### src/udw_pkg.sv
// Purpose: shared constants and types for the up/down wiper host controller
// Assumes: 100 MHz system clock
// Notes: chip select level is encoded, the board turns it into pin voltages
package udw_pkg;

  localparam int unsigned UDW_CLK_MHZ = 100;
  // nonvolatile write time, microseconds; a plain default, board may differ
  localparam int unsigned UDW_NV_WRITE_TIME_US = 5000;
  localparam int unsigned UDW_NV_WRITE_CYC = UDW_NV_WRITE_TIME_US * UDW_CLK_MHZ;
  // pin setup and hold, nanoseconds
  localparam int unsigned UDW_PIN_SETUP_NS = 500;
  localparam int unsigned UDW_PIN_SETUP_CYC = (UDW_PIN_SETUP_NS * UDW_CLK_MHZ + 999) / 1000;
  localparam int unsigned UDW_CODE_W = 6;
  localparam logic [5:0] UDW_CODE_MIN = 6'h00;
  localparam logic [5:0] UDW_CODE_MAX = 6'h3F;

  // chip select drive level
  typedef enum logic [1:0]
  {
    UDW_CS_LOW = 2'b00,
    UDW_CS_HIGH = 2'b01,
    UDW_CS_HV = 2'b10
  } udw_cs_e;

  // host commands
  typedef enum logic [3:0]
  {
    UDW_OP_INC = 4'b0000,
    UDW_OP_DEC = 4'b0001,
    UDW_OP_INC_STORE = 4'b0010,
    UDW_OP_DEC_STORE = 4'b0011,
    UDW_OP_STORE = 4'b0100,
    UDW_OP_HV_INC_UNLOCK = 4'b0101,
    UDW_OP_HV_INC_LOCK = 4'b0110,
    UDW_OP_HV_DEC_UNLOCK = 4'b0111,
    UDW_OP_HV_DEC_LOCK = 4'b1000,
    UDW_OP_HV_STORE_UNLOCK = 4'b1001,
    UDW_OP_HV_STORE_LOCK = 4'b1010
  } udw_op_e;

  typedef struct packed
  {
    udw_op_e op;
    logic [5:0] steps;
  } udw_cmd_s;

  typedef struct packed
  {
    udw_cs_e cs_level;
    logic step_dir;
  } udw_pins_s;

endpackage : udw_pkg

### src/udw_timer.sv
// Purpose: loadable down counter for pin timing and the write wait
// Assumes: load has priority over counting
// Notes: done is high while the count is zero
`timescale 1ns/1ns
`default_nettype none
module udw_timer #(
  parameter int unsigned WIDTH = 20
)
(
  // clock and reset
  input wire logic i_sys_clk,
  input wire logic i_resetn,
  input wire logic i_ce,
  // control
  input wire logic i_load,
  input wire logic [WIDTH-1:0] i_value,
  // status
  output logic o_done
);

  logic [WIDTH-1:0] count_q;

  always_ff @(posedge i_sys_clk or negedge i_resetn)
  begin
    if (!i_resetn)
      count_q <= '0;
    else if (i_ce)
    begin
      if (i_load)
        count_q <= i_value;
      else if (count_q != '0)
        count_q <= count_q - 1'b1;
    end
  end

  assign o_done = (count_q == '0);

endmodule : udw_timer
`default_nettype wire

### src/udw_host.sv
// Purpose: host controller driving chip select and step pin of an up/down wiper
// Assumes: chip select level and step pin are buffered to the device pins by the board
// Notes: tracks the wiper code and lock flag as the device should hold them
//
// Operation
// step pin low before chip select enters the high-voltage level makes each later rising edge step toward B.
// in the high-voltage decrement form, step pin high at exit stores the wiper and sets the lock.
// after chip select leaves the high-voltage level no command is issued until the write time has passed.
// the tracked code never steps below zero.
// step pin held static through a high-voltage pulse stores the wiper and clears the lock.
// starting high, the step pin goes low inside the high-voltage pulse, storing and setting the lock without a step.
// chip select returns to normal high promptly after entering the high-voltage level.
// six high-voltage command forms exist: step up or down with lock set or cleared, and store with lock set or cleared.
// code zero puts the wiper at terminal B and the top code at terminal A, one resistor step per code.
// the tracked code never steps above its top value.
// step pin high before chip select enters the high-voltage level makes each later rising edge step toward A.
// high-voltage increment exits high to unlock or low to lock; high-voltage decrement exits low to unlock.
// a normal-level command ending with the step pin high stores the wiper into nonvolatile memory.
// the wiper code is six bits plus one lock flag, updated in the stored copy only after the write completes.
// a busy indication covers the full write time after any storing command and blocks new commands.
`timescale 1ns/1ns
`default_nettype none
module udw_host
  import udw_pkg::*;
#(
  parameter int unsigned NV_WRITE_CYC = UDW_NV_WRITE_CYC,
  parameter int unsigned SETUP_CYC = UDW_PIN_SETUP_CYC
)
(
  // clock and reset
  input wire logic i_sys_clk,
  input wire logic i_resetn,
  input wire logic i_ce,
  // command port
  input wire logic i_cmd_valid,
  input wire udw_cmd_s i_cmd,
  output logic o_cmd_ready,
  // device pins
  output udw_pins_s o_pins,
  // status
  output logic o_busy,
  output logic o_write_busy,
  output logic [UDW_CODE_W-1:0] o_wiper_code,
  output logic [UDW_CODE_W-1:0] o_stored_code,
  output logic o_lock
);

  typedef enum logic [2:0]
  {
    ST_IDLE = 3'b000,
    ST_SETDIR = 3'b001,
    ST_SELECT = 3'b010,
    ST_PULSE_HI = 3'b011,
    ST_PULSE_LO = 3'b100,
    ST_EXITDIR = 3'b101,
    ST_DESELECT = 3'b110,
    ST_WRITE = 3'b111
  } udw_st_e;

  localparam int TW = 32;

  udw_st_e state_q;
  udw_cmd_s cmd_q;
  logic [5:0] left_q;
  logic [5:0] code_q;
  logic [5:0] stored_q;
  logic lock_q;
  logic pend_lock_q;
  logic step_q;
  udw_cs_e cs_q;
  logic tmr_load;
  logic [TW-1:0] tmr_val;
  logic tmr_done;

  // command decode
  logic is_hv;
  logic is_up;
  logic is_step;
  logic exit_high;
  logic stores;
  logic lock_val;
  logic init_dir;

  always_comb
  begin
    is_hv = 1'b1;
    is_up = 1'b0;
    is_step = 1'b1;
    exit_high = 1'b0;
    stores = 1'b1;
    lock_val = lock_q;
    init_dir = 1'b0;
    case (cmd_q.op)
      UDW_OP_INC:
      begin
        is_hv = 1'b0; is_up = 1'b1; init_dir = 1'b1; stores = 1'b0; exit_high = 1'b0;
      end
      UDW_OP_DEC:
      begin
        is_hv = 1'b0; stores = 1'b0; exit_high = 1'b0;
      end
      UDW_OP_INC_STORE:
      begin
        is_hv = 1'b0; is_up = 1'b1; init_dir = 1'b1; exit_high = 1'b1;
      end
      UDW_OP_DEC_STORE:
      begin
        is_hv = 1'b0; exit_high = 1'b1;
      end
      UDW_OP_STORE:
      begin
        is_hv = 1'b0; is_step = 1'b0; init_dir = 1'b1; exit_high = 1'b1;
      end
      UDW_OP_HV_INC_UNLOCK:
      begin
        is_up = 1'b1; init_dir = 1'b1; exit_high = 1'b1; lock_val = 1'b0;
      end
      UDW_OP_HV_INC_LOCK:
      begin
        is_up = 1'b1; init_dir = 1'b1; exit_high = 1'b0; lock_val = 1'b1;
      end
      UDW_OP_HV_DEC_UNLOCK:
      begin
        exit_high = 1'b0; lock_val = 1'b0;
      end
      UDW_OP_HV_DEC_LOCK:
      begin
        exit_high = 1'b1; lock_val = 1'b1;
      end
      UDW_OP_HV_STORE_UNLOCK:
      begin
        is_step = 1'b0; exit_high = 1'b0; lock_val = 1'b0;
      end
      UDW_OP_HV_STORE_LOCK:
      begin
        is_step = 1'b0; init_dir = 1'b1; exit_high = 1'b0; lock_val = 1'b1;
      end
      default:
      begin
        is_hv = 1'b0; is_step = 1'b0; stores = 1'b0;
      end
    endcase
  end

  // the decode above covers the six high-voltage forms and five normal ones; undefined codes neither step nor store
  assign o_cmd_ready = (state_q == ST_IDLE);

  // sequencer
  always_ff @(posedge i_sys_clk or negedge i_resetn)
  begin
    if (!i_resetn)
    begin
      state_q <= ST_IDLE;
      cmd_q <= '0;
      left_q <= 6'h00;
      step_q <= 1'b0;
      cs_q <= UDW_CS_HIGH;
    end
    else if (i_ce)
    begin
      case (state_q)
        ST_IDLE:
          if (i_cmd_valid)
          begin
            cmd_q <= i_cmd;
            left_q <= i_cmd.steps;
            state_q <= ST_SETDIR;
          end
        ST_SETDIR:
        begin
          step_q <= init_dir;
          if (tmr_done)
            state_q <= ST_SELECT;
        end
        ST_SELECT:
          if (tmr_done)
          begin
            cs_q <= is_hv ? UDW_CS_HV : UDW_CS_LOW;
            // pin stays static for the store-and-unlock pulse
            // a decrement that must exit high makes one rising edge even with no steps asked
            state_q <= (is_step && (left_q != 6'h00 || (!is_up && exit_high))) ? ST_PULSE_HI : ST_EXITDIR;
          end
        ST_PULSE_HI:
          if (tmr_done)
          begin
            step_q <= 1'b1;
            left_q <= (left_q != 6'h00) ? left_q - 6'h01 : left_q;
            state_q <= ST_PULSE_LO;
          end
          else
            step_q <= 1'b0; // low before every rise, also for forms that start high
        ST_PULSE_LO:
          // pin stays high after the last rise, so a high exit adds no extra edge
          if (tmr_done)
            state_q <= (left_q != 6'h00) ? ST_PULSE_HI : ST_EXITDIR;
        ST_EXITDIR:
        begin
          if (cmd_q.op != UDW_OP_HV_STORE_UNLOCK)
            step_q <= exit_high;
          if (tmr_done)
            state_q <= ST_DESELECT;
        end
        ST_DESELECT:
        begin
          // exit as soon as setup allows, no idle time at high voltage
          cs_q <= UDW_CS_HIGH;
          state_q <= (stores && (is_hv || exit_high)) ? ST_WRITE : ST_IDLE;
        end
        ST_WRITE:
          if (tmr_done)
            state_q <= ST_IDLE;
        default:
          state_q <= ST_IDLE;
      endcase
    end
  end

  // one timer serves pin setup and the write wait
  always_comb
  begin
    tmr_load = 1'b0;
    tmr_val = TW'(SETUP_CYC);
    case (state_q)
      ST_IDLE:
        tmr_load = i_cmd_valid;
      ST_SELECT, ST_PULSE_HI, ST_PULSE_LO:
        tmr_load = tmr_done;
      ST_EXITDIR:
        tmr_load = 1'b0;
      ST_DESELECT:
      begin
        tmr_load = 1'b1;
        tmr_val = TW'(NV_WRITE_CYC);
      end
      default:
        tmr_load = 1'b0;
    endcase
  end

  udw_timer #(
    .WIDTH(TW)
  ) u_timer (
    .i_sys_clk(i_sys_clk),
    .i_resetn(i_resetn),
    .i_ce(i_ce),
    .i_load(tmr_load),
    .i_value(tmr_val),
    .o_done(tmr_done)
  );

  // wiper tracking: code 0 is terminal B, top code terminal A
  always_ff @(posedge i_sys_clk or negedge i_resetn)
  begin
    if (!i_resetn)
      code_q <= UDW_CODE_MIN;
    else if (i_ce && state_q == ST_PULSE_HI && tmr_done)
    begin
      if (is_up && code_q != UDW_CODE_MAX)
        code_q <= code_q + 6'h01;
      else if (!is_up && code_q != UDW_CODE_MIN)
        code_q <= code_q - 6'h01;
    end
  end

  // stored copy and lock change only when the write completes
  always_ff @(posedge i_sys_clk or negedge i_resetn)
  begin
    if (!i_resetn)
    begin
      stored_q <= UDW_CODE_MIN;
      lock_q <= 1'b0;
      pend_lock_q <= 1'b0;
    end
    else if (i_ce)
    begin
      if (state_q == ST_DESELECT)
        pend_lock_q <= is_hv ? lock_val : lock_q;
      if (state_q == ST_WRITE && tmr_done)
      begin
        stored_q <= code_q;
        lock_q <= pend_lock_q;
      end
    end
  end

  assign o_pins.cs_level = cs_q;
  assign o_pins.step_dir = step_q;
  assign o_busy = (state_q != ST_IDLE);
  assign o_write_busy = (state_q == ST_WRITE);
  assign o_wiper_code = code_q;
  assign o_stored_code = stored_q;
  assign o_lock = lock_q;

endmodule : udw_host
`default_nettype wire

### config.mk
export PLATFORM = sky130hd
export DESIGN_NAME = udw_host
export DESIGN_NICKNAME = d
export VERILOG_FILES = /design/src/udw_pkg.sv /design/src/udw_timer.sv /design/src/udw_host.sv
export SDC_FILE = /design/constraint.sdc
export NUM_CORES = 1
export LEC_CHECK = 0
export BUFFER_PORTS_ARGS = -buffer_cell sky130_fd_sc_hd__buf_2
export CELL_PAD_IN_SITES_DETAIL_PLACEMENT = 0
export CELL_PAD_IN_SITES_GLOBAL_PLACEMENT = 1
export CORE_AREA = 2 2 118 91
export DETAILED_ROUTE_END_ITERATION = 8
export DIE_AREA = 0 0 120 93
export GPL_TIMING_DRIVEN = 0
export PLACE_DENSITY_LB_ADDON = 0.3
export SLEW_MARGIN = 20
export SYNTH_ARGS = -nofsm -noshare
export SYNTH_HDL_FRONTEND = slang
export SYNTH_SLANG_ARGS = --single-unit
export TNS_END_PERCENT = 1
### constraint.sdc
create_clock -name i_sys_clk -period 4.9 [get_ports i_sys_clk]
set_input_delay 1.225 -clock i_sys_clk [delete_from_list [all_inputs] [get_ports i_sys_clk]]
set_output_delay 1.225 -clock i_sys_clk [all_outputs]
set_load 0.01 [all_outputs]
==> results of run 1 <==
==> kinds of logic after synthesis <==
family          after synthesis  synth area share [%]
mux                          17                  4.81
flops                        62                  39.6
simple gates                199                  28.1
buf+inv                      33                  3.38
fa+ha+maj                     8                  2.74
compound gates              102                  16.0
xor+xnor                     24                  5.36
==> cell usage after synthesis (3+ instances only) <==
master                     instances
sky130_fd_sc_hd__dfrtp_1          61
sky130_fd_sc_hd__nor2_1           47
sky130_fd_sc_hd__nand2_1          40
sky130_fd_sc_hd__o21ai_0          34
sky130_fd_sc_hd__a21oi_1          30
sky130_fd_sc_hd__nor3_1           20
sky130_fd_sc_hd__xnor2_1          19
sky130_fd_sc_hd__nand3_1          17
sky130_fd_sc_hd__mux2_2           15
sky130_fd_sc_hd__clkbuf_1         14
sky130_fd_sc_hd__nor4_1           11
sky130_fd_sc_hd__or3_1            11
sky130_fd_sc_hd__inv_1            10
sky130_fd_sc_hd__nand2b_1          8
sky130_fd_sc_hd__ha_1              7
sky130_fd_sc_hd__nand4_1           6
sky130_fd_sc_hd__nor2b_1           6
sky130_fd_sc_hd__a21o_1            5
sky130_fd_sc_hd__nor4b_1           5
sky130_fd_sc_hd__xor2_1            5
sky130_fd_sc_hd__a221o_1           4
sky130_fd_sc_hd__buf_2             4
sky130_fd_sc_hd__or4_1             4
sky130_fd_sc_hd__and3_1            3
sky130_fd_sc_hd__nor3b_1           3
sky130_fd_sc_hd__o31ai_1           3
==> registers in the layout, summed over array words and instances, names as in the netlist <==
signal           cells
u_timer.count_q     32
left_q               6
o_stored_code        6
o_wiper_code         6
cmd_q                4
state_q              3
cs_q                 2
o_lock               1
pend_lock_q          1
step_q               1
==> report_power, final <==
part / leakage, µW / internal [µW] / switching, µW
clock network: 0.000191 / 603 / 249
registers: 0.000799 / 562 / 75.7
logic: 0.00105 / 95.6 / 128
==> cell type report <==
class	instances	area [µm²]	area share, %
clock inverters	7	168	3.59
clock buffers	9	225	4.82
well taps	136	170	3.64
repair buffers	33	183	3.91
flip-flops and latches	62	1550	33.2
multi-input cells	350	2240	48.0
inverters	12	45.0	0.964
plain buffers	21	87.6	1.88
==> stage by stage <==
| step | total power, µW | hold WS, ns |
|---|---|---|
| 2_1_floorplan | 788 | 0.428 |
| 3_3_place_gp | 857 | 0.449 |
| 3_5_place_dp | 866 | 0.457 |
| 4_1_cts | 1720 | 0.461 |
| 5_1_grt | 1780 | 0.491 |
| 6_report | 1710 | 0.454 |
==> worst paths after layout <==
check	to	slack, ns	cells past startpoint
max in group asynchronous	cs_q[0]	3.50	2
hold / removal	left_q[0]	0.45	1
hold reg to reg	left_q[0]	0.45	1
setup reg to reg	left_q[5]	1.85	6
min in group asynchronous	u_timer.count_q[11]	0.82	1
setup / recovery	left_q[5]	1.85	6
==> critical path, stage by stage (launching register included) <==
cell	delay, ns
sky130_fd_sc_hd__dfrtp_1	0.40
sky130_fd_sc_hd__nor4_2	0.58
sky130_fd_sc_hd__nand4_1	0.32
sky130_fd_sc_hd__nor3_1	0.82
sky130_fd_sc_hd__nand2_1	0.25
sky130_fd_sc_hd__or3_1	0.43
sky130_fd_sc_hd__a22oi_1	0.16
==> per-layer routing <==
| metal | track usage, % | up-vias |
|---|---|---|
| li1 | - | 1704 |
| met1 | 29.8 | 1732 |
| met2 | 28.0 | 107 |
| met3 | 3.84 | 9 |
| met4 | 5.00 | 0 |
| met5 | 0 | - |
==> impl_metrics.yaml, run 1 <==
setup_path:
  path_max_fanout: 8
  data_required_time_at_the_worst_endpoint_ns: 5.15
  crit_path_end_kind: "flop"
  worstReg2RegStart: "u_timer.count_q[23]"
  worst_setup_path_startpoint: "u_timer.count_q[23]"
  crit_arrival_ns: 3.29
  timing.setup.critical_path_class: "reg -> reg"
  cp-start-kind: "flop"
synthesis:
  seq_area_frac_synth_pct: 39.6
  edff_count_synth: 0
  yosysTopAreaCellShare_pct: 38.9
  yosysWarnings: 0
  yosysTopAreaCell: "sky130_fd_sc_hd__dfrtp_1"
  syn_area_um2: 3930
  synth.net_count: 467
  synth_ff_type: "sky130_fd_sc_hd__dfrtp_1"
  yosysUniqueCellTypes: 62
  postSynth.asyncResetShare_pct: 100
  synth.ff_latch_count: 62
  post_synth.cell_area_avg_um2: 8.82
  synth_area_leaders: "sky130_fd_sc_hd__dfrtp_1 (39%), sky130_fd_sc_hd__nor2_1 (4.5%), sky130_fd_sc_hd__o21ai_0 (4.3%), sky130_fd_sc_hd__mux2_2 (4.3%), sky130_fd_sc_hd__xnor2_1 (4.2%)"
  postSynthCellCount: 445
grt:
  grt_max_degree: 35
  grt_overflow_total: 0
  grt_antenna_before_repair: 0
  grt_pass1_vias: 3275
  grt_util_all_layers_pct: 19.5
  grt_first_pass_wirelength_um: 17200
drt:
  vias: 3552
  met3RoutedLength_um: 653
  drt-met1-wl_um: 5250
  drt-initial-drc-count: 282
  via_per_inst: 5.64
  post-route-drc-count: 0
  highest_layer: "met4"
  routed_wl_um: 10400
  post_drt_wl_per_cell_um: 16.5
  wl_met2_um: 4400
  drt-pass1-iter-count: 5
  final_antenna_net_count: 0
cts:
  clock_tree.root_cell: "sky130_fd_sc_hd__clkbuf_16"
  ctsLongestPathBuffers: 2
  tritoncts.num_buffers: 9
  htree_levels: 3
  cts_tree: "yes"
  resized_cells_post_cts: 0
  postCtsHoldBufs: 0
  clkSlewWorstSetupHoldPaths_ns: 0.06
  cts.sink_count: 62
  cts_setup_buffers: 0
  insertion_delay_ns: 0.33
layout:
  final_common_cell: "sky130_fd_sc_hd__dfrtp_1"
  finish.utilization_pct: 46.5
  final_nets: 511
  filler_cell_count: 976
  layout.cells.most_common_list: "sky130_fd_sc_hd__dfrtp_1 (61), sky130_fd_sc_hd__nor2_1 (47), sky130_fd_sc_hd__nand2_1 (40)"
  postLayoutCellArea_um2: 4670
  layout-area-overhead-vs-synth_pct: 19.0
  antenna-diode-count: 0
  final_cell_count_no_fill: 630
  post_route_cells_drive_above_1_share_pct: 16.4
placed_design:
  finalWeightedCongestion: 0.840
  port_buf_inserts: 32
  placement.cell_area_um2: 4280
  placed_cells_incl_taps: 614
  place_ws_ns: 1.80
  place_hpwl_um: 7600
timing:
  finalCritPeriodShare_pct: 62.2
  setup_viol_count_final: 0
  final_max_slew_viol_count: 0
  timing.slew.headroom_pct: 38.5
  worst_pin_slew_ns: 0.916
  timing.clock.skew_ns: 0.00902
  finalHoldViolations: 0
  finalWorstSetupSlack_ns: 1.85
  grt_setup_unrepaired: "false"
  timing.setup.tns_ns: 0
  fmax_mhz: 328
  post-route-min-period_ns: 3.05
power:
  max-vdd-ir-drop_mv: 0.185
  leakagePower_uw: 0.00204
  cellPowerDensity_nw_per_um2: 367
floorplan:
  core_area_um2: 10000
  floorplan.initialDensity_pct: 39.1
  total_die_area_um2: 11200
  floorplan.die.height_um: 93
  floorplan.rows: 32
  io-pin-count: 33
  die_width_um: 120
run_status:
  outcome: "finished clean"
run:
  max-cap-violations: 0
hold_path:
  min_from: "left_q[0]"
  worst_hold_path_type: "reg -> reg"
No activity file was read; power rests on OpenSTA's default activity.
==> inputs of run 2 (changes only) <==
==> constraint.sdc (replaced) <==
create_clock -name i_sys_clk -period 2.5 [get_ports i_sys_clk]
set_input_delay 0.625 -clock i_sys_clk [delete_from_list [all_inputs] [get_ports i_sys_clk]]
set_output_delay 0.625 -clock i_sys_clk [all_outputs]
set_load 0.01 [all_outputs]
==> run 2 against run 1 <==
Against the previous run: the flow now finishes with violations (setup timing); clock skew grew 0.0011 ns; critical path depth is the same; utilization grew 2.5 points; sequential share of layout area shrank 1.7 points; die area is the same; setup slack lost 1.9 ns; via count grew 2.0%; global-route usage grew 0.32 points; flip-flop and latch count is the same; cell area grew 5.3%; critical path type unchanged; critical endpoint is now u_timer.count_q[29]; largest cell class unchanged; highest routed layer unchanged.
==> impl_metrics.yaml, run 2 (synthesis results as in run 1) <==
timing:
  worst_pin_slew_ns: 0.635
  finalCritPeriodShare_pct: 100
  setup_viol_count_final: 1
  post-route-min-period_ns: 2.51
  fmax_mhz: 399
  grt_setup_unrepaired: "true"
  timing.setup.tns_ns: -0.00635
  timing.slew.headroom_pct: 57.6
  final_max_slew_viol_count: 0
  finalHoldViolations: 0
  timing.clock.skew_ns: 0.0101
  finalWorstSetupSlack_ns: -0.00635
setup_path:
  critical_path.reg2reg.endpoint: "u_timer.count_q[29]"
  data_required_time_at_the_worst_endpoint_ns: 2.71
  worstReg2RegStart: "u_timer.count_q[10]"
  r2r_setup_slack_ns: -0.006
  reg2regPathDepth: 6
  timing.setup.critical_path_class: "reg -> reg"
  crit_path_end_kind: "flop"
  cp-start-kind: "flop"
  crit_arrival_ns: 2.72
  path_max_fanout: 4
drt:
  via_per_inst: 5.63
  drt-initial-drc-count: 280
  vias: 3623
  post_drt_wl_per_cell_um: 16.6
  routed_wl_um: 10700
  final_antenna_net_count: 0
  post-route-drc-count: 0
  drt-pass1-iter-count: 5
floorplan:
  die_width_um: 120
  floorplan.initialDensity_pct: 39.1
  floorplan.die.height_um: 93
  total_die_area_um2: 11200
  io-pin-count: 33
  floorplan.rows: 32
  core_area_um2: 10000
layout:
  layout.cells.most_common_list: "sky130_fd_sc_hd__dfrtp_1 (60), sky130_fd_sc_hd__nor2_1 (46), sky130_fd_sc_hd__nand2_1 (39)"
  antenna-diode-count: 0
  post_route_cells_drive_above_1_share_pct: 22.3
  final_common_cell: "sky130_fd_sc_hd__dfrtp_1"
  final_nets: 524
  largest_register_ffs: 32
  finish.utilization_pct: 49.0
  filler_cell_count: 962
  layout-area-overhead-vs-synth_pct: 25.3
  regMostFlops: "u_timer.count_q"
  postLayoutCellArea_um2: 4920
cts:
  cts.sink_count: 62
  postCtsHoldBufs: 0
  ctsLongestPathBuffers: 2
  tritoncts.num_buffers: 9
  insertion_delay_ns: 0.34
  clkSlewWorstSetupHoldPaths_ns: 0.06
  cts_tree: "yes"
  clock_tree.root_cell: "sky130_fd_sc_hd__clkbuf_16"
  htree_levels: 3
grt:
  grt_first_pass_wirelength_um: 17400
  grt_pass1_vias: 3312
  grt_antenna_before_repair: 0
  grt_util_all_layers_pct: 19.8
  grt_overflow_total: 0
  grt_max_degree: 35
hold_path:
  worst_hold_path_type: "in -> async"
placed_design:
  finalWeightedCongestion: 0.840
  placement.cell_area_um2: 4280
  port_buf_inserts: 32
  place_hpwl_um: 7600
run:
  max-cap-violations: 0
power:
  leakagePower_uw: 0.00216
  cellPowerDensity_nw_per_um2: 698
  max-vdd-ir-drop_mv: 0.363
run_status:
  outcome: "finished, violations left"
  failed_checks: "setup timing"
==> run 2: layout make-up <==
| class | count | area [µm²] | area share (%) |
|---|---|---|---|
| Timing Repair Buffer | 48 | 303 | 6.15 |
| Clock buffer | 9 | 225 | 4.58 |
| Clock inverter | 7 | 168 | 3.41 |
| Inverter | 12 | 45.0 | 0.916 |
| Sequential cell | 62 | 1550 | 31.6 |
| Buffer | 19 | 93.8 | 1.91 |
| Multi-Input combinational cell | 350 | 2360 | 48.0 |
| Tap cell | 136 | 170 | 3.46 |
==> run 2: layer usage <==
layer	global-route usage (%)	vias to the layer above	part of all wire (%)
met3	3.84	9	6.3
met2	28.4	118	42
met4	5.00	0	1.1
met1	30.4	1754	51
li1	-	1742	-
met5	0	-	0
==> run 2: how the worst max path moves through the flow <==
stage / start / endpoint / slack [ns] / cells past startpoint
finish: u_timer.count_q[10] / u_timer.count_q[29] / -0.006 / 6
global route: u_timer.count_q[3] / u_timer.count_q[29] / -0.12 / 7
CTS: u_timer.count_q[10] / o_wiper_code[4] / -0.04 / 6
detailed placement: u_timer.count_q[23] / u_timer.count_q[16] / -0.53 / 6
global placement: u_timer.count_q[23] / u_timer.count_q[16] / -0.51 / 6
floorplan: u_timer.count_q[0] / u_timer.count_q[30] / 0.06 / 8
==> run 2: power breakdown <==
part / internal (µW) / total [µW] / switching [µW]
combinational: 227 / 489 / 262
clock: 1180 / 1670 / 491
sequential: 1100 / 1270 / 169
total: 2510 / 3430 / 922
==> run 2: worst max-delay path, stage by stage, from the launching register on <==
cell                      delay (ns)
sky130_fd_sc_hd__dfrtp_1        0.41
sky130_fd_sc_hd__or4_4          0.61
sky130_fd_sc_hd__nor4_2         0.43
sky130_fd_sc_hd__nand4_1        0.29
sky130_fd_sc_hd__nor4b_1        0.43
sky130_fd_sc_hd__xnor2_1        0.17
sky130_fd_sc_hd__nor2_1         0.05
==> run 2: what timing repair did <==
item                                   in CTS  in global routing
gates resized for setup                    25                  8
setup buffers                               4                 11
setup endpoints to repair                  50                 39
pin swaps                                   8                  4
endpoints found under the hold margin       0                  0
==> run 2: metrics by stage <==
stage | cells | hold slack (ns) | power (µW) | worst slack [ns]
after floorplan | 445 | 0.329 | 1540 | 0.0561
after global placement | 613 | 0.449 | 1680 | -0.512
after detailed placement | 614 | 0.457 | 1700 | -0.534
after CTS | 632 | 0.233 | 3430 | -0.0449
after global routing | 643 | 0.248 | 3570 | -0.119
final | 643 | 0.220 | 3430 | -0.00635
